## src/uamp_pkg.sv

```systemverilog
// constants shared by the modem pin block and its input synchroniser
// assumes one 100 MHz clock and an AXI4-Lite register port with 32-bit data
package uamp_pkg;
	// ----------------------------------------------------------------
	// bus geometry
	// ----------------------------------------------------------------
	localparam int unsigned ADDR_W = 4;
	localparam int unsigned DATA_W = 32;

	// ----------------------------------------------------------------
	// register byte offsets
	// ----------------------------------------------------------------
	localparam logic [3:0] OFS_MCTL = 4'h0; // modem_control_reg
	localparam logic [3:0] OFS_MSR  = 4'h4; // modem status
	localparam logic [3:0] OFS_IST  = 4'h8; // sticky interrupt status
	localparam logic [3:0] OFS_IMSK = 4'hc; // interrupt mask

	// ----------------------------------------------------------------
	// field positions
	// ----------------------------------------------------------------
	localparam int unsigned MCTL_DTR    = 0;
	localparam int unsigned MCTL_USER1  = 2;
	localparam int unsigned MCTL_USER2  = 3;
	localparam int unsigned MCTL_LOOP   = 4;
	localparam int unsigned MSR_DSR_CHG = 1;
	localparam int unsigned MSR_DCD_CHG = 3;
	localparam int unsigned MSR_DSR     = 5;
	localparam int unsigned MSR_DCD     = 7;
	localparam int unsigned INT_RX_ERR  = 0;
	localparam int unsigned INT_RX_DATA = 1;
	localparam int unsigned INT_THR     = 2;
	localparam int unsigned INT_MODEM   = 3;
	localparam int unsigned INT_N       = 4;

	// ----------------------------------------------------------------
	// reset values and bus answers
	// ----------------------------------------------------------------
	localparam logic [7:0] RST_MCTL    = 8'h00;
	localparam logic [3:0] RST_MASK    = 4'h0;
	localparam logic [3:0] RST_IST     = 4'h0;
	localparam logic       PIN_IDLE    = 1'b1;
	localparam logic [1:0] RESP_OKAY   = 2'h0;
	localparam logic [1:0] RESP_SLVERR = 2'h2;

	// register select codes
	typedef enum logic [2:0] {
		SEL_MCTL = 3'h0,
		SEL_MSR  = 3'h1,
		SEL_IST  = 3'h2,
		SEL_IMSK = 3'h3,
		SEL_NONE = 3'h4
	} uamp_sel_t;
endpackage

```

## src/uamp_msr_if.sv

```systemverilog
// carrier for synchronised modem levels and their change pulses
// assumes both ends run on the same clock
`timescale 1ns/1ns
interface uamp_msr_if;
	logic dcd;     // carrier present, active high
	logic dsr;     // data set ready, active high
	logic dcd_chg; // one-cycle pulse on carrier change
	logic dsr_chg; // one-cycle pulse on ready change

	modport src (output dcd, output dsr, output dcd_chg, output dsr_chg);
	modport dst (input dcd, input dsr, input dcd_chg, input dsr_chg);
endinterface

```

## src/uamp_modem_sync.sv

```systemverilog
// two-stage synchroniser and change detector for the modem status pins
// assumes active-low pins that may change at any time
`timescale 1ns/1ns
module uamp_modem_sync (
	input  wire logic   clk,     // block clock
	input  wire logic   rst_n,   // synchronous reset, active low
	input  wire logic   dcd_n,   // carrier detect pin, active low
	input  wire logic   dsr_n,   // data set ready pin, active low
	uamp_msr_if.src     msr      // synchronised levels and changes
);
	logic [1:0] pin_n;
	logic [1:0] meta;   // first stage, read only by stab
	logic [1:0] stab;   // second stage
	logic [1:0] prev;   // last settled level

	assign pin_n = {dsr_n, dcd_n};

	// ----------------------------------------------------------------
	// per-pin synchroniser
	// ----------------------------------------------------------------
	for (genvar g = 0; g < 2; g++) begin : g_pin
		// two flops, then a history flop for the edge compare
		always_ff @(posedge clk) begin
			if (!rst_n) begin
				meta[g] <= uamp_pkg::PIN_IDLE;
				stab[g] <= uamp_pkg::PIN_IDLE;
				prev[g] <= uamp_pkg::PIN_IDLE;
			end else begin
				meta[g] <= pin_n[g];
				stab[g] <= meta[g];
				prev[g] <= stab[g];
			end
		end
	end

	// levels inverted to active high, one pulse per settled change
	assign msr.dcd     = ~stab[0];
	assign msr.dsr     = ~stab[1];
	assign msr.dcd_chg = stab[0] ^ prev[0];
	assign msr.dsr_chg = stab[1] ^ prev[1];
endmodule

```

## src/uamp_top.sv

```systemverilog
// modem control and status pins, interrupt line and read-side pins
// assumes an AXI4-Lite master on REF_CLK and synchronous join signals
`timescale 1ns/1ns

// How it works
// MSR bit 7 shows the carrier level and bit 3 flags a carrier change.
// MSR bit 5 shows the data set ready level and bit 1 flags its change.
// both change flags record a change since the last MSR read, which clears them.
// with the modem interrupt unmasked, a carrier or ready change raises a request.
// the driver disable pin is high except while a CPU read is under way.
// the terminal ready pin goes low while its control bit is set.
// terminal ready stays high after master reset, in loop mode, and when cleared.
// the interrupt pin rises for receive error, receive data, empty transmitter or modem change.
// the interrupt pin falls once the pending cause is serviced, and on master reset.
// master reset held high clears the registers and parks every pin at rest; DRIVER_DISABLE_OUT, DATA_OE and DATA_OUT keep following the read path.
// user outputs one and two go low with control bits 2 and 3 and high when cleared.
// both user outputs stay high after master reset and in loop mode.
// the 16x receiver clock input paces the receiver through a tick pulse.
// eight data lines drive read data outward with an enable for the three-state buffer.
// modem inputs are synchronised before change detection so each change flags once.
module uamp_top (
	input  wire logic        REF_CLK,            // 100 MHz clock
	input  wire logic        NRST,               // synchronous reset, active low
	input  wire logic [3:0]  S_AXI_AWADDR,       // write address
	input  wire logic        S_AXI_AWVALID,      // write address valid
	output logic             S_AXI_AWREADY,      // write address ready
	input  wire logic [31:0] S_AXI_WDATA,        // write data
	input  wire logic [3:0]  S_AXI_WSTRB,        // write byte lanes
	input  wire logic        S_AXI_WVALID,       // write data valid
	output logic             S_AXI_WREADY,       // write data ready
	output logic [1:0]       S_AXI_BRESP,        // write response
	output logic             S_AXI_BVALID,       // write response valid
	input  wire logic        S_AXI_BREADY,       // write response ready
	input  wire logic [3:0]  S_AXI_ARADDR,       // read address
	input  wire logic        S_AXI_ARVALID,      // read address valid
	output logic             S_AXI_ARREADY,      // read address ready
	output logic [31:0]      S_AXI_RDATA,        // read data
	output logic [1:0]       S_AXI_RRESP,        // read response
	output logic             S_AXI_RVALID,       // read data valid
	input  wire logic        S_AXI_RREADY,       // read data ready
	input  wire logic        MASTER_RESET_IN,    // master reset, active high
	input  wire logic        DCD_N,              // carrier detect pin
	input  wire logic        DSR_N,              // data set ready pin
	output logic             DTR_N,              // terminal ready pin
	output logic             USER_OUT_ONE_N,     // user output one
	output logic             USER_OUT_TWO_N,     // user output two
	output logic             DRIVER_DISABLE_OUT, // transceiver disable
	output logic             INTERRUPT_OUT,      // interrupt request
	input  wire logic        RX_ERR_IN,          // receiver error level
	input  wire logic        RX_AVAIL_IN,        // received data available
	input  wire logic        RX_TIMEOUT_IN,      // receive timeout level
	input  wire logic        FIFO_MODE_IN,       // fifo mode selected
	input  wire logic        THR_EMPTY_IN,       // holding register empty
	input  wire logic        RECEIVER_CLOCK_IN,  // 16x receive clock
	output logic             RX_TICK_OUT,        // one pulse per rise
	input  wire logic [7:0]  DATA_IN,            // data lines, sensed
	output logic [7:0]       DATA_OUT,           // data lines, driven
	output logic             DATA_OE             // data lines enable
);
	// ----------------------------------------------------------------
	// decoding
	// ----------------------------------------------------------------

	// byte address to register select
	function automatic uamp_pkg::uamp_sel_t decode(input logic [3:0] addr);
		uamp_pkg::uamp_sel_t sel;
		case (addr)
			uamp_pkg::OFS_MCTL: sel = uamp_pkg::SEL_MCTL;
			uamp_pkg::OFS_MSR: sel = uamp_pkg::SEL_MSR;
			uamp_pkg::OFS_IST: sel = uamp_pkg::SEL_IST;
			uamp_pkg::OFS_IMSK: sel = uamp_pkg::SEL_IMSK;
			default: sel = uamp_pkg::SEL_NONE;
		endcase
		return sel;
	endfunction

	// ----------------------------------------------------------------
	// declarations
	// ----------------------------------------------------------------
	logic                 aw_held;        // write address captured
	logic [3:0]           aw_addr;        // captured write address
	logic                 w_held;         // write data captured
	logic [7:0]           w_byte;         // captured low byte
	logic                 w_lane0;        // low lane enabled
	logic                 bvalid;         // write response pending
	logic [1:0]           bresp;          // write response code
	logic                 rvalid;         // read data pending
	logic [1:0]           rresp;          // read response code
	logic [31:0]          rdata;          // read data register
	logic [7:0]           mctl;           // modem_control_reg
	logic [3:0]           mask;           // interrupt mask
	logic [3:0]           ist;            // sticky interrupt status
	logic                 carrier_change_flag;
	logic                 dsr_change_flag;
	logic                 dtr_n;          // pin registers
	logic                 user1_n;
	logic                 user2_n;
	logic                 rclk_prev;      // last receive clock level
	logic                 rx_tick;        // receive clock rise pulse
	logic [7:0]           data_out;       // byte on the data lines

	wire                  rst_regs;       // either reset clears state
	wire                  do_write;       // both halves present
	wire                  ar_fire;        // read address taken
	wire                  wr_ok;          // write with low lane on
	uamp_pkg::uamp_sel_t  wr_sel;
	uamp_pkg::uamp_sel_t  rd_sel;
	wire                  msr_read;       // read of modem status
	wire                  ist_read;       // read of interrupt status
	wire [7:0]            msr_word;       // modem status image
	logic [31:0]          rd_word;        // selected read value
	wire                  loop_mode;
	wire [3:0]            int_event;      // raw interrupt causes
	wire [3:0]            int_clear;      // per-bit service clears
	wire                  next_dcd_flag;
	wire                  next_dsr_flag;

	uamp_msr_if msr ();

	// ----------------------------------------------------------------
	// modem input synchroniser
	// ----------------------------------------------------------------
	uamp_modem_sync u_sync (
		.clk   (REF_CLK),
		.rst_n (NRST),
		.dcd_n (DCD_N),
		.dsr_n (DSR_N),
		.msr   (msr.src)
	);

	// ----------------------------------------------------------------
	// bus decode and handshakes
	// ----------------------------------------------------------------
	assign rst_regs      = !NRST || MASTER_RESET_IN;
	assign S_AXI_AWREADY = !aw_held && !bvalid;
	assign S_AXI_WREADY  = !w_held && !bvalid;
	assign S_AXI_ARREADY = !rvalid;
	assign do_write      = aw_held && w_held && !bvalid;
	assign ar_fire       = S_AXI_ARVALID && !rvalid;
	assign wr_sel        = decode(aw_addr);
	assign rd_sel        = decode(S_AXI_ARADDR);
	assign wr_ok         = do_write && w_lane0;
	assign msr_read      = ar_fire && (rd_sel == uamp_pkg::SEL_MSR);
	assign ist_read      = ar_fire && (rd_sel == uamp_pkg::SEL_IST);
	assign loop_mode     = mctl[uamp_pkg::MCTL_LOOP];

	// write address and data held until both are present
	always_ff @(posedge REF_CLK) begin
		if (!NRST) begin
			aw_held <= 1'b0;
			w_held  <= 1'b0;
			aw_addr <= 4'h0;
			w_byte  <= 8'h00;
			w_lane0 <= 1'b0;
		end else begin
			if (S_AXI_AWVALID && S_AXI_AWREADY) begin
				aw_held <= 1'b1;
				aw_addr <= S_AXI_AWADDR;
			end else if (do_write) begin
				aw_held <= 1'b0;
			end
			if (S_AXI_WVALID && S_AXI_WREADY) begin
				w_held  <= 1'b1;
				w_byte  <= S_AXI_WDATA[7:0];
				w_lane0 <= S_AXI_WSTRB[0];
			end else if (do_write) begin
				w_held <= 1'b0;
			end
		end
	end

	// write response, error for an unmapped word
	always_ff @(posedge REF_CLK) begin
		if (!NRST) begin
			bvalid <= 1'b0;
			bresp  <= uamp_pkg::RESP_OKAY;
		end else if (do_write) begin
			bvalid <= 1'b1;
			bresp  <= (wr_sel == uamp_pkg::SEL_NONE) ? uamp_pkg::RESP_SLVERR
				: uamp_pkg::RESP_OKAY;
		end else if (S_AXI_BREADY) begin
			bvalid <= 1'b0;
		end
	end

	// ----------------------------------------------------------------
	// read path
	// ----------------------------------------------------------------
	assign msr_word = {msr.dcd, 1'b0, msr.dsr, 1'b0,
		carrier_change_flag, 1'b0, dsr_change_flag, 1'b0};

	// read value selection, unused bits zero
	always_comb begin
		case (rd_sel)
			uamp_pkg::SEL_MCTL: rd_word = {24'h000000, mctl};
			uamp_pkg::SEL_MSR: rd_word = {24'h000000, msr_word};
			uamp_pkg::SEL_IST: rd_word = {28'h0000000, ist};
			uamp_pkg::SEL_IMSK: rd_word = {28'h0000000, mask};
			default: rd_word = 32'h00000000;
		endcase
	end

	// read data held until the master takes it
	always_ff @(posedge REF_CLK) begin
		if (!NRST) begin
			rvalid   <= 1'b0;
			rresp    <= uamp_pkg::RESP_OKAY;
			rdata    <= 32'h00000000;
			data_out <= 8'h00;
		end else if (ar_fire) begin
			rvalid   <= 1'b1;
			rresp    <= (rd_sel == uamp_pkg::SEL_NONE) ? uamp_pkg::RESP_SLVERR
				: uamp_pkg::RESP_OKAY;
			rdata    <= rd_word;
			data_out <= rd_word[7:0];
		end else if (S_AXI_RREADY) begin
			rvalid <= 1'b0;
		end
	end

	assign S_AXI_BVALID       = bvalid;
	assign S_AXI_BRESP        = bresp;
	assign S_AXI_RVALID       = rvalid;
	assign S_AXI_RRESP        = rresp;
	assign S_AXI_RDATA        = rdata;
	assign DATA_OUT           = data_out;
	assign DATA_OE            = rvalid;
	assign DRIVER_DISABLE_OUT = !rvalid;

	// ----------------------------------------------------------------
	// control registers
	// ----------------------------------------------------------------

	// modem control and mask, cleared by either reset
	always_ff @(posedge REF_CLK) begin
		if (rst_regs) begin
			mctl <= uamp_pkg::RST_MCTL;
			mask <= uamp_pkg::RST_MASK;
		end else if (wr_ok) begin
			if (wr_sel == uamp_pkg::SEL_MCTL) begin
				mctl <= w_byte;
			end
			if (wr_sel == uamp_pkg::SEL_IMSK) begin
				mask <= w_byte[3:0];
			end
		end
	end

	// ----------------------------------------------------------------
	// modem change flags
	// ----------------------------------------------------------------
	assign next_dcd_flag = msr.dcd_chg || (carrier_change_flag && !msr_read);
	assign next_dsr_flag = msr.dsr_chg || (dsr_change_flag && !msr_read);

	// a change in the read cycle survives the clear
	always_ff @(posedge REF_CLK) begin
		if (rst_regs) begin
			carrier_change_flag <= 1'b0;
			dsr_change_flag     <= 1'b0;
		end else begin
			carrier_change_flag <= next_dcd_flag;
			dsr_change_flag     <= next_dsr_flag;
		end
	end

	// ----------------------------------------------------------------
	// interrupt status
	// ----------------------------------------------------------------
	assign int_event[uamp_pkg::INT_RX_ERR]  = RX_ERR_IN;
	assign int_event[uamp_pkg::INT_RX_DATA] = RX_AVAIL_IN || (RX_TIMEOUT_IN && FIFO_MODE_IN);
	assign int_event[uamp_pkg::INT_THR]     = THR_EMPTY_IN;
	assign int_event[uamp_pkg::INT_MODEM]   = msr.dcd_chg || msr.dsr_chg;
	assign int_clear = {ist_read || msr_read, {3{ist_read}}};

	// sticky bits, event wins over the read clear
	for (genvar g = 0; g < uamp_pkg::INT_N; g++) begin : g_ist
		always_ff @(posedge REF_CLK) begin
			if (rst_regs) begin
				ist[g] <= uamp_pkg::RST_IST[g];
			end else begin
				ist[g] <= int_event[g] || (ist[g] && !int_clear[g]);
			end
		end
	end

	assign INTERRUPT_OUT = |(ist & mask);

	// ----------------------------------------------------------------
	// modem and user output pins
	// ----------------------------------------------------------------

	// active low pins, parked high in reset and loop mode
	always_ff @(posedge REF_CLK) begin
		if (rst_regs) begin
			dtr_n   <= uamp_pkg::PIN_IDLE;
			user1_n <= uamp_pkg::PIN_IDLE;
			user2_n <= uamp_pkg::PIN_IDLE;
		end else begin
			dtr_n   <= !(mctl[uamp_pkg::MCTL_DTR] && !loop_mode);
			user1_n <= !(mctl[uamp_pkg::MCTL_USER1] && !loop_mode);
			user2_n <= !(mctl[uamp_pkg::MCTL_USER2] && !loop_mode);
		end
	end

	assign DTR_N          = dtr_n;
	assign USER_OUT_ONE_N = user1_n;
	assign USER_OUT_TWO_N = user2_n;

	// ----------------------------------------------------------------
	// receive clock tick
	// ----------------------------------------------------------------

	// one pulse per rising edge of the 16x clock
	always_ff @(posedge REF_CLK) begin
		if (rst_regs) begin
			rclk_prev <= 1'b0;
			rx_tick   <= 1'b0;
		end else begin
			rclk_prev <= RECEIVER_CLOCK_IN;
			rx_tick   <= RECEIVER_CLOCK_IN && !rclk_prev;
		end
	end

	assign RX_TICK_OUT = rx_tick;
endmodule

```

## config.mk

```make
export PLATFORM = sky130hd
export DESIGN_NAME = uamp_top
export DESIGN_NICKNAME = d
export VERILOG_FILES = /design/src/uamp_pkg.sv /design/src/uamp_msr_if.sv /design/src/uamp_modem_sync.sv /design/src/uamp_top.sv
export SDC_FILE = /design/constraint.sdc
export NUM_CORES = 1
export LEC_CHECK = 0
export ABC_CLOCK_PERIOD_IN_PS = 2070
export BUFFER_PORTS_ARGS = -buffer_cell sky130_fd_sc_hd__buf_2
export CORE_ASPECT_RATIO = 0.7
export CORE_UTILIZATION = 45
export DETAILED_ROUTE_END_ITERATION = 16
export HOLD_SLACK_MARGIN = 0.05
export PLACE_DENSITY = 0.76
export RECOVER_POWER = 100
export REMOVE_ABC_BUFFERS = 1
export SYNTH_ARGS = -nofsm -noshare
export SYNTH_HDL_FRONTEND = slang
export SYNTH_SLANG_ARGS = --single-unit
```

## constraint.sdc

```tcl
create_clock -name REF_CLK -period 2.07 [get_ports REF_CLK]
set_input_delay 0.414 -clock REF_CLK [delete_from_list [all_inputs] [get_ports REF_CLK]]
set_output_delay 0.414 -clock REF_CLK [all_outputs]
set_load 0.01 [all_outputs]
```

==> results.json <==
{
  "status": "complete, no violations",
  "yosysSeqAreaShare_pct": 45.7,
  "fmax_mhz": 581,
  "postCtsSetupBuffers": 0,
  "numCtsBuffers": 5,
  "clockRootBuffer": "clkbuf_8",
  "clock_path_buffers": 2,
  "post_synth.cell_area_avg_sq_um": 9.36,
  "wl_met1_um": 2320,
  "whs_path_depth": 2,
  "synthArstFlopShare_pct": 0,
  "antenna_found_initial": 0,
  "die_y_um": 63.8,
  "max_cap_violations": 0,
  "post_cts_resized": 0,
  "drt_iter0_markers": 102,
  "design.die.area_sq_um": 5750,
  "grt_pass1_wl_um": 7590,
  "syn_to_final_growth_pct": 11.8,
  "cts_hold_buf": 0,
  "overflow": 0,
  "fin_crit_sh_pct": 83.1,
  "min_path_type": "primary input to register",
  "fillers": 537,
  "finalSetupViolations": 0,
  "rr_worst_depth": 4,
  "core.rowCount": 22,
  "route.detailed.drc": 0,
  "vias": 1880,
  "track_usage_pct": 17.0,
  "clk_latency_ns": 0.32,
  "fin_nets": 383,
  "syn_inst": 262,
  "crit_fanout": 10,
  "rsz0062_at_grt": "false",
  "layout_common_cells": "dfxtp_1 (56), clkbuf_1 (35), buf_2 (31), nand2_1 (28), conb_1 (26)",
  "fin_cells": 388,
  "wl_per_cell_um": 12.1,
  "dp_cells": 380,
  "io_buffers": 62,
  "gp_congestion": 0.791,
  "min_to": "u_sync.meta[1]$_SDFF_PN1_",
  "io_pins": 124,
  "routed.top_layer": "met4",
  "ys_types": 33,
  "ff2ff_setup_slack_ns": 0.35,
  "fin_crit_ns": 1.72,
  "hold_viol": 0,
  "tightest_slew_ns": 0.768,
  "end_kind": "register",
  "skew_ns": 0.0116,
  "peakVddDrop_v": 0.000488,
  "hpwlAfterDp_um": 3570,
  "start_util_pct": 46.9,
  "dr_wl_met3_um": 352,
  "wl_met2_um": 1930,
  "path_class": "register to register",
  "r2r-start": "S_AXI_BVALID$_SDFFE_PN0P_",
  "synth_ff_type": "dfxtp_1",
  "yosysTopAreaCellShare_pct": 45.7,
  "core_sq_um": 5230,
  "leakagePower_uw": 0.00110,
  "crit_required_ns": 2.32,
  "cts_tree": "yes",
  "fin_ws_ns": 0.349,
  "pwr_density_cell_nw_per_um2": 756,
  "drive_above_1_share_pct": 15.8,
  "yosys.area.top_type": "dfxtp_1",
  "final_common_cell": "dfxtp_1",
  "clock_sinks": 56,
  "start_kind": "register",
  "first_pass_iters": 4,
  "clk_pin_slew_worst_paths_ns": 0.10,
  "synth_area_sq_um": 2450,
  "synth_edf_count": 0,
  "wirelength_um": 4680,
  "max-slew-margin-rel_pct": 48.8,
  "grt_pass1_vias": 1600,
  "num_antenna_cells": 0,
  "die_w_um": 90.2,
  "hp-start": "DSR_N",
  "viasPerCell": 4.85,
  "ant_nets": 0,
  "cp_data_arrival_time_ns": 1.97,
  "pre_cts_ws_ns": 0.287,
  "slew_violations": 0,
  "rr_endpoint": "mctl[1]$_SDFFE_PP0P_",
  "htree_levels": 2,
  "ys_warn_count": 0,
  "crit_start": "S_AXI_BVALID$_SDFFE_PN0P_",
  "grt_max_degree": 23,
  "ys_ff_latch": 56,
  "synth_area_leaders": "dfxtp_1 (46%), buf_4 (11%), mux2i_1 (10%)"
}
## stage by stage
step / power, uW / util (%) / cell area (sq um) / hold WS, ns / setup TNS [ns]
6_report: 2070 / 52.4 / 2740 / 0.274 / 0
5_1_grt: 2190 / 52.4 / 2740 / 0.259 / 0
4_1_cts: 2100 / 53.5 / 2800 / 0.262 / 0
3_5_place_dp: 1390 / 51.4 / 2690 / 0.376 / 0
3_3_place_gp: 1380 / 51.4 / 2690 / 0.372 / 0
2_1_floorplan: 1300 / - / 2220 / 0.367 / -1.44
## cells by family (layout without fill, tap and decap cells)
family / after synthesis / count (layout) / share of synthesized area (%)
AO/OA/AOI/OAI: 40 / 40 / 10.9
XOR/XNOR: 2 / 2 / 0.715
buffers and inverters: 54 / 83 / 14.0
flip-flops: 56 / 56 / 45.7
multiplexers: 29 / 29 / 12.0
other: 1 / 26 / 0.153
AND/OR/NAND/NOR: 80 / 80 / 16.4
## sequential cells by signal (all words and copies together) (netlist names), 2 cells and up
name         flops
ist              4
u_sync.stab      2
mctl             8
aw_addr          4
w_byte           8
mask             4
u_sync.meta      2
u_sync.prev      2
S_AXI_RDATA      8
## final cells by class
type	instances	area [sq um]	share of cell area, %
Clock inverter	3	42.5	1.55
Multi-Input combinational cell	177	1090	39.6
Tap cell	72	90.1	3.29
Clock buffer	5	68.8	2.51
Timing Repair Buffer	69	309	11.3
Sequential cell	56	1120	40.9
Inverter	6	22.5	0.822
## metal layers
layer / track usage, % / up-vias
met1: 23.8 / 851
met5: 0 / -
met3: 4.29 / 10
met4: 7.86 / 0
li1: - / 936
met2: 24.7 / 83
## worst max-delay path by stage
stage,slack (ns),end,depth (start not counted)
after CTS,0.44,S_AXI_RDATA[5]$_SDFFE_PN0P_,3
final,0.35,mctl[1]$_SDFFE_PP0P_,4
after global placement,0.31,S_AXI_RDATA[5]$_SDFFE_PN0P_,4
after global routing,0.20,mctl[3]$_SDFFE_PP0P_,4
after detailed placement,0.29,S_AXI_RDATA[5]$_SDFFE_PN0P_,4
after floorplan,-0.18,mctl[0]$_SDFFE_PP0P_,3
## synth_stat cells (all sizes together) (2+ instances only)
cell,n
a21oi,17
nor2b,2
o21ai,5
buf,43
dfxtp,56
a22oi,8
clkbuf,5
o2bb2ai,2
a211oi,3
xnor2,2
mux2i,25
nand2,28
inv,6
nor3b,3
nor4b,3
nand2b,13
nor2,20
mux2,4
a32o,2
nor3,5
a2111o,2
## worst max-delay path: stages (launching register included)
cell      delay (ns)
dfxtp_1         0.40
nand3b_1        0.26
nor4b_2         0.24
clkbuf_1        0.49
mux2i_1         0.25
## power by group
part,leakage (uW),switching (uW),internal (uW)
Clock,0.0000541,357,358
Sequential,0.000457,28.2,1120
Combinational,0.000586,126,85.5
Note: power is estimated with default switching activity, not from simulation.
